===== src/rtl/vtc_pkg.sv =====
// Package for the value-transfer command interpreter
package vtc_pkg;
   localparam logic [7:0] CMD_TRANSFER   = 8'h0f;
   localparam int         ARG_BLOCK_OFS  = 'h00;
   localparam int         ARG_KEYNUM_OFS = 'h01;
   localparam int         ARG_KEY_OFS    = 'h02;
   localparam int         ARG_BYTES      = 8;
   localparam int         KEY_BYTES      = 6;
   localparam int         KEY_W          = 8 * KEY_BYTES;
   localparam int         KEY_COUNT      = 40;
   localparam int         KEY_IDX_W      = 6;
   localparam logic [5:0] KEY_IDX_MAX    = 6'h27;
   localparam int         KEYNUM_B_BIT   = 7;
   localparam int         KEYNUM_ARG_BIT = 6;

   // Argument bytes; block sits in byte 0, key LSB in byte 2
   typedef struct packed {
      logic [KEY_W-1:0] key;
      logic [7:0]       key_num;
      logic [7:0]       block;
   } vtc_args_t;

   typedef enum logic {
      VTC_OP_AUTH,
      VTC_OP_TRANSFER
   } vtc_op_t;

   typedef struct packed {
      vtc_op_t          op;
      logic [7:0]       block;
      logic [KEY_W-1:0] key;
      logic             key_b;
   } vtc_link_t;

   typedef enum logic [2:0] {
      VTC_RES_OK        = 3'h0,
      VTC_RES_BAD_CMD   = 3'h1,
      VTC_RES_BAD_KEY   = 3'h2,
      VTC_RES_AUTH_FAIL = 3'h3,
      VTC_RES_XFER_FAIL = 3'h4
   } vtc_res_t;
endpackage


===== src/rtl/vtc_transfer.sv =====
// Value-transfer command interpreter: authenticate, then store tag value register
module vtc_transfer (
   // Clock and reset
   input  wire logic                          clk,
   input  wire logic                          reset_n,
   // Host command
   input  wire logic                          cmd_start,
   input  wire logic [7:0]                    cmd_code,
   input  vtc_pkg::vtc_args_t                 cmd_args,
   output logic                               busy,
   // Host key store loading
   input  wire logic                          key_wr_en,
   input  wire logic [vtc_pkg::KEY_IDX_W-1:0] key_wr_idx,
   input  wire logic [vtc_pkg::KEY_W-1:0]     key_wr_data,
   // Result
   output logic                               res_valid,
   output vtc_pkg::vtc_res_t                  res_code,
   // Radio link engine
   output logic                               link_req,
   output vtc_pkg::vtc_link_t                 link_cmd,
   input  wire logic                          link_done,
   input  wire logic                          link_ok
);
   typedef enum logic [2:0] {
      ST_IDLE,
      ST_KEY_RD,
      ST_AUTH,
      ST_XFER
   } vtc_state_t;

   vtc_state_t                  state;
   vtc_state_t                  next_state;
   logic [vtc_pkg::KEY_W-1:0]   key_rd_data;
   vtc_pkg::vtc_link_t          next_link_cmd;
   logic                        next_link_req;
   logic                        next_res_valid;
   vtc_pkg::vtc_res_t           next_res_code;

   // Decode of the incoming command
   wire logic       accept    = (state == ST_IDLE) && cmd_start;
   wire logic       is_xfer   = (cmd_code == vtc_pkg::CMD_TRANSFER);
   wire logic [5:0] key_idx   = cmd_args.key_num[vtc_pkg::KEY_IDX_W-1:0];
   wire logic       key_inarg = cmd_args.key_num[vtc_pkg::KEYNUM_ARG_BIT];
   wire logic       key_b     = cmd_args.key_num[vtc_pkg::KEYNUM_B_BIT];
   wire logic       idx_bad   = !key_inarg && (key_idx > vtc_pkg::KEY_IDX_MAX);
   wire logic       mem_rd    = accept && is_xfer && !key_inarg && !idx_bad;

   vtc_key_mem u_key_mem (
      .clk     (clk),
      .reset_n (reset_n),
      .wr_en   (key_wr_en),
      .wr_idx  (key_wr_idx),
      .wr_data (key_wr_data),
      .rd_en   (mem_rd),
      .rd_idx  (key_idx),
      .rd_data (key_rd_data)
   );

   always_comb begin
      next_state     = state;
      next_link_cmd  = link_cmd;
      next_link_req  = 1'b0;
      next_res_valid = 1'b0;
      next_res_code  = res_code;
      unique case (state)
         ST_IDLE: begin
            if (accept) begin
               next_link_cmd.op    = vtc_pkg::VTC_OP_AUTH;
               next_link_cmd.block = cmd_args.block;
               next_link_cmd.key_b = key_b;
               next_link_cmd.key   = cmd_args.key;
               if (!is_xfer) begin
                  // Other codes belong to sibling interpreters; answer so host never hangs
                  next_res_valid = 1'b1;
                  next_res_code  = vtc_pkg::VTC_RES_BAD_CMD;
               end else if (idx_bad) begin
                  next_res_valid = 1'b1;
                  next_res_code  = vtc_pkg::VTC_RES_BAD_KEY;
               end else if (key_inarg) begin
                  next_link_req = 1'b1;
                  next_state    = ST_AUTH;
               end else begin
                  next_state = ST_KEY_RD;
               end
            end
         end
         ST_KEY_RD: begin
            next_link_cmd.key = key_rd_data;
            next_link_req     = 1'b1;
            next_state        = ST_AUTH;
         end
         ST_AUTH: begin
            if (link_done) begin
               if (link_ok) begin
                  // Tag transfer op copies value register and writes value format
                  next_link_cmd.op = vtc_pkg::VTC_OP_TRANSFER;
                  next_link_req    = 1'b1;
                  next_state       = ST_XFER;
               end else begin
                  next_res_valid = 1'b1;
                  next_res_code  = vtc_pkg::VTC_RES_AUTH_FAIL;
                  next_state     = ST_IDLE;
               end
            end
         end
         ST_XFER: begin
            if (link_done) begin
               next_res_valid = 1'b1;
               next_res_code  = link_ok ? vtc_pkg::VTC_RES_OK : vtc_pkg::VTC_RES_XFER_FAIL;
               next_state     = ST_IDLE;
            end
         end
         default: next_state = ST_IDLE;
      endcase
   end

   always_ff @(posedge clk) begin
      if (!reset_n) begin
         state     <= ST_IDLE;
         link_cmd  <= '0;
         link_req  <= 1'b0;
         res_valid <= 1'b0;
         res_code  <= vtc_pkg::VTC_RES_OK;
         busy      <= 1'b0;
      end else begin
         state     <= next_state;
         link_cmd  <= next_link_cmd;
         link_req  <= next_link_req;
         res_valid <= next_res_valid;
         res_code  <= next_res_code;
         busy      <= (next_state != ST_IDLE);
      end
   end

   // Helper capture of the accepted arguments for checking
   vtc_pkg::vtc_args_t chk_args;
   always_ff @(posedge clk) begin
      if (!reset_n) begin
         chk_args <= '0;
      end else if (accept) begin
         chk_args <= cmd_args;
      end
   end
endmodule


===== src/rtl/vtc_key_mem.sv =====
// Stored key set, one write port and one registered read port
module vtc_key_mem (
   // Clock and reset
   input  wire logic                          clk,
   input  wire logic                          reset_n,
   // Write port
   input  wire logic                          wr_en,
   input  wire logic [vtc_pkg::KEY_IDX_W-1:0] wr_idx,
   input  wire logic [vtc_pkg::KEY_W-1:0]     wr_data,
   // Read port
   input  wire logic                          rd_en,
   input  wire logic [vtc_pkg::KEY_IDX_W-1:0] rd_idx,
   output logic      [vtc_pkg::KEY_W-1:0]     rd_data
);
   logic [vtc_pkg::KEY_W-1:0] mem [vtc_pkg::KEY_COUNT];

   // Array left without reset so it maps onto RAM
   always_ff @(posedge clk) begin
      if (wr_en && wr_idx <= vtc_pkg::KEY_IDX_MAX) begin
         mem[wr_idx] <= wr_data;
      end
   end

   always_ff @(posedge clk) begin
      if (!reset_n) begin
         rd_data <= '0;
      end else if (rd_en) begin
         rd_data <= mem[rd_idx];
      end
   end
endmodule


===== config.mk =====
export PLATFORM = sky130hd
export DESIGN_NAME = vtc_transfer
export DESIGN_NICKNAME = d
export VERILOG_FILES = /design/src/rtl/vtc_pkg.sv /design/src/rtl/vtc_transfer.sv /design/src/rtl/vtc_key_mem.sv
export SDC_FILE = /design/constraint.sdc
export NUM_CORES = 2
export LEC_CHECK = 0
export ABC_AREA = 0
export BUFFER_PORTS_ARGS = -buffer_cell sky130_fd_sc_hd__buf_2
export CORE_MARGIN = 2
export CORE_UTILIZATION = 48
export DETAILED_ROUTE_END_ITERATION = 10
export PLACE_DENSITY = 0.62
export SYNTH_ARGS = -nofsm -noshare
export SYNTH_HDL_FRONTEND = slang
export SYNTH_SLANG_ARGS = --single-unit

===== constraint.sdc =====
create_clock -name clk -period 6.4 [get_ports clk]
set_clock_uncertainty 0.2 [all_clocks]
set_input_delay 0.32 -clock clk [delete_from_list [all_inputs] [get_ports clk]]
set_output_delay 0.32 -clock clk [all_outputs]
set_load 0.01 [all_outputs]

## Word level (Yosys, flattened, before mapping)

Memory sizes are Yosys's and may differ from the RTL's. A register that Yosys moved wholly into a read port is not among the register bits.
Index checks and enable logic that the tools add are counted.

| storage, ports and cells | value |
|---|---|
| register bits | 67 |
| latch bits | 0 |
| RAM bits | 1920 |
| memory bits (read-only) | 0 |
| bits of input ports | 132 |
| output and inout port bits | 64 |
| logic and storage cells | 77 |
| memories | 1 |

Memories:

| memory | depth | width | read ports | clocked after Yosys merged registers in | wr ports | line | RTL |
|---|---|---|---|---|---|---|---|
| u_key_mem.mem | 40 | 48 | 1 | 1 | 1 | vtc_key_mem.sv:15 | `logic [vtc_pkg::KEY_W-1:0] mem [vtc_pkg::KEY_COUNT];` |

| cells by class | value |
|---|---|
| $add $sub $neg | 0 |
| $mul | 0 |
| div/mod/pow operators | 0 |
| $lt $le $gt $ge | 2 |
| equal/unequal tests | 10 |
| shifts and indexed selects | 0 |
| mux-type cells | 37 |
| bitwise gates (word level) | 0 |
| reduce and logical (&&, ||, !) cells | 18 |

Operator list:

| cell | count |
|---|---|
| 48-bit one-hot mux with 2 select lines | 1 |
| 58-bit two-way mux | 1 |
| 3-bit two-way mux | 12 |
| 1-bit two-way mux | 16 |
| 3-bit one-hot mux with 4 select lines | 1 |
| 2-bit != test, second input constant | 5 |
| 3-bit one-hot mux with 3 select lines | 1 |
| 8-bit by 4-bit equality test with 1-bit output, second input constant | 1 |
| 3-bit by 2-bit equality test with 1-bit output, second input constant | 2 |
| 6-bit > comparator, second input constant | 1 |
| 6-bit <= comparator, second input constant | 1 |
| 1-bit logical AND | 6 |
| 1-bit one-hot mux with 3 select lines | 2 |
| 6-bit AND reduction | 1 |
| 3-bit nonzero test | 2 |
| 2-bit two-way mux | 2 |
| 2-bit AND reduction | 2 |
| 4-bit AND reduction | 1 |
| 2-bit nonzero test | 2 |
| 3-bit by 1-bit equality test with 1-bit output, second input constant | 1 |
| 1-bit logical NOT | 3 |
| 3-bit logical NOT | 1 |
| 3-bit != test, second input constant | 1 |
| 1-bit one-hot mux with 2 select lines | 1 |

## Logic depth before layout (Yosys ltp)

| depth | value |
|---|---|
| depth after elaboration | 7 |
| gate-level depth with buffers | 10 |
| depth with buffers taken out | 5 |

## Cells and area by module

From an unflattened synthesis, not the netlist that was laid out.

| second synthesis, totals | value |
|---|---|
| cell total of the unflattened synthesis | 4068 |
| area, all modules | 78679.2 µm² |

By module, submodules not included:

| module | instances | cells each | area each (µm²) | sequential area each (µm²) |
|---|---|---|---|---|
| vtc_key_mem | 1 | 3704 | 75793.9 | 58616.2 |
| vtc_transfer | 1 | 364 | 2885.3 | 1341.3 |

## Worst setup path after synthesis

OpenSTA, ideal clock, no wires.

| timing | value |
|---|---|
| kind | input to register |
| start | input key_wr_idx[4] (netlist name) |
| end | memory u_key_mem.mem[8][0] (netlist name), enable pin |
| setup time | 590 ps |
| data arrival time | 5902 ps |
| required time | 5610 ps |
| path slack | -292 ps |
| stages | 3 |
| path buffers | 0 |
| cells stage by stage | or2_2 a21boi_0 nor4b_1 |

| between the ends | value |
|---|---|
| cells in the longest elaborated chain, start to end | 4 |

RTL lines:

| item | line | RTL |
|---|---|---|
| start, declared | vtc_transfer.sv:13 | `input wire logic [vtc_pkg::KEY_IDX_W-1:0] key_wr_idx,` |
| 6-bit <= comparator | vtc_key_mem.sv:19 | `if (wr_en && wr_idx <= vtc_pkg::KEY_IDX_MAX) begin` |
| 1-bit logical AND | vtc_key_mem.sv:19 |  |
| 1-bit two-way mux | vtc_key_mem.sv:19 |  |
| 1-bit two-way mux (implied by the code) | vtc_key_mem.sv:20 | `mem[wr_idx] <= wr_data;` |
| end, declared | vtc_key_mem.sv:15 |  |

Parallel ways exist; a longest one is shown, timed or not.

## Worst setup path in the final report

| timing | value |
|---|---|
| start | register state[1] |
| end | register res_code[2] |

| between the ends | value |
|---|---|
| cells in the longest elaborated chain, start to end | 4 |
| elaborated cells on any way between the ends | 12 |
| classes of those cells | eq/ne: 7; mux: 1; reduce/logical: 4 |

RTL lines:

| item | line | RTL |
|---|---|---|
| start, declared | vtc_transfer.sv:31 | `vtc_state_t state;` |
| start signal, assigned | vtc_transfer.sv:126 | `state <= next_state;` |
| 3-bit logical NOT | vtc_transfer.sv:40, vtc_transfer.sv:65 |  |
| 1-bit logical AND | vtc_transfer.sv:40 | `wire logic accept = (state == ST_IDLE) && cmd_start;` |
| 2-bit != test (no line) | - |  |
| 6-bit AND reduction (no line) | - |  |
| end signal, assigned | vtc_transfer.sv:123 | `res_code <= vtc_pkg::VTC_RES_OK;` |
| end signal, assigned | vtc_transfer.sv:130 | `res_code <= next_res_code;` |
| end, declared | vtc_transfer.sv:17 | `output vtc_pkg::vtc_res_t res_code,` |

Parallel ways exist; a longest one is shown, timed or not.
A chain may end at the register's enable or synchronous reset.

==> metrics.txt <==
Tightest Pin Transition=1.37 ns; CTS Buffer Depth=3; final slew viol count=0; WL final=around 210 mm; P&R area growth vs syn=14.5%; most frequent cell after synthesis=edfxtp_1; die boundary height=404 um; Tot Pwr=roughly 0.027 W; synth warn=0; Total GRT Usage=0.260; Final HPWL DP=between 100 and 150 mm; largest net degree at the start of global routing=142; RD Place Congestion=about 0.81; Setup violations, final=0; drt pass-1 iters=6; number of vias per cell=6.34; crit path max-delay cell type=nor4b_2; # IOs=just under 200; clock slew at reported path FFs=about 0.06 ns; Routed Antenna Nets=0; initial core utilization=0.485; post-synth top area share=0.749; worst-skew pair later-pin latency=0.81 ns; FMAX=278 MHz; DR DRC count=0; layout cells sized above 1=0.248; Synth area leader=edfxtp_1; Core ar.=0.159 sq mm; CP Capture Type=register; port bufs=195; Hold WC Path Type=in -> reg; Synth Instances=3636; Final WS setup=2.81 ns; FFs w/ async S/R, synth=0; vias in the first global route=39100; status=completed; final non-filler cell total=between 6000 and 7000; Final TNS setup=0 ns; Syn Nets=3768; root buffer cell=clkbuf_16; critical path cell sequence=nor4b_2, buf_4, a21oi_1, or4_1, dlygate4sd3_1, a21oi_1, dlygate4sd3_1; data required time at the worst endpoint=approximately 7.0 ns; WL/cell=33.9 um; final hold viol count=0; number of synthesized flops with an enable pin=1920; syn avg cell area=21.2 sq um; via count=39900; maxcap violations=0; maximum vdd drop=about 0.23 mV; TritonCTS clock tree=yes; initial antenna violation count=17; critical path arrival=4.15 ns; type of origin of the critical path=register; minimum clock period=3.59 ns; Site Rows=around 150; first-pass GRT wire length=298 mm; Slew headroom=0.0838; Overflow after GRT=0; Final Util=0.555; top_reg_cell synth=edfxtp_1; CTS buffer count=between 150 and 200; Leak=between 20 and 30 nW; H-tree depth=4; placed insts=between 5000 and 6000; final period utilization=0.561; post-synthesis sequential area ratio=0.779; Seq cells post-synth=between 2000 and 2500; Die W=404 um; clock sinks=2035; drt initial violations=5593; Area contributors post-synth=edfxtp_1 75%, mux4_2 12%, dfxtp_1 3.0%; crit path max fanout=32; Synth cell types=54; Setup Buffers After CTS=0; Post-Syn Area=0.0769 sq mm; crit path kind=reg -> reg; CP max stage delay=0.68 ns; Nets=between 4000 and 5000; pre-CTS worst setup slack=2.63 ns; RSZ-0062 raised after global routing=no; full die area=0.164 sq mm; PwrDens=305 mW/mm^2; top cells by count, synth=1920 x edfxtp_1, 398 x mux4_2, 225 x mux2i_1
report_power, final:
group          switching (W)  leakage [nW]  total, W  internal [W]
Sequential         0.0000241          18.2    0.0147        0.0146
Clock                0.00487          2.92    0.0109       0.00604
Combinational       0.000824          7.11   0.00130      0.000473
final timing paths:
path | start | to | slack (ns) | depth (start not counted)
worst max register to register | state[1]$_SDFF_PN0_ | res_code[2]$_SDFFE_PN0P_ | 2.81 | 7
worst max-delay path | state[1]$_SDFF_PN0_ | res_code[2]$_SDFFE_PN0P_ | 2.81 | 7
worst min register to register | link_cmd[16]$_SDFFE_PN0P_ | link_cmd[16]$_SDFFE_PN0P_ | 0.25 | 2
worst min-delay path | cmd_args[10] | u_key_mem.rd_data[39]$_SDFFE_PN0P_ | 0.09 | 4
through the flow:
stage	hold WS, ns	instance area, sq um
floorplan	0.219	77000
global placement	0.240	81000
detailed placement	0.244	81000
CTS	0.0271	88100
global route	0.0808	88100
finish	0.0948	88100
layer usage:
layer / track usage / vias to the layer above / wire, um
met4: 0.0693 / 6 / 5190
met3: 0.0503 / 305 / 20100
met1: 0.382 / 21300 / 87500
li1: - / 16100 / -
met5: 0 / - / 29
met2: 0.402 / 2073 / 99800
registers in the layout, indices dropped and copies added (netlist names):
register           flops
u_key_mem.rd_data     48
u_key_mem.mem       1920
link_req               1
link_cmd              58
busy                   1
res_code               3
state                  3
res_valid              1
layout make-up:
class                      instances  area [sq um]
fill                           11900         70600
sequential                      2035         60000
multi-input combinational       1380         16500
clock buffer                     267          5340
timing repair buffer             419          3060
tap                             2072          2590
clock inverter                   100           649
inverter                           5          18.8
antenna                            4          10.0
worst max-delay path: cells and delay by family (launching register included):
kind	cells	cell delay [ns]
buf+inv	3	1.63
simple gates	2	1.08
flops	1	0.39
compound gates	2	0.22
cells by family after synthesis:
family          after synthesis  share of synthesized area
buf+inv                     221                     0.0121
simple gates                318                     0.0185
other cells                   1                  0.0000487
flops                      2035                      0.779
compound gates              437                     0.0443
mux                         624                      0.146
repair_timing:
item	4_1_cts	5_1_grt
hold endpoints to repair	2011	0
hold buffers	112	0
gates resized for setup	0	0
cells in the final DEF (no fill, tap or decap), types with 17 or more instances in the layout:
cell type      instances
a221oi_1              17
buf_2                192
nor2_1                20
a22oi_1              154
nand2_1              145
mux4_2               398
a21oi_1               75
mux2i_1              225
o22a_1                22
o221a_2               25
nand3_1               57
clkbuf_16            203
edfxtp_1            1920
o2bb2ai_1             26
buf_4                104
dfxtp_1              115
dlygate4sd3_1        112
clkinv_1              55
clkbuf_1              62
a32o_1                48
a31oi_1               22
nor2_4                43
clkinv_2              28
(Power assumes the default switching activity.)
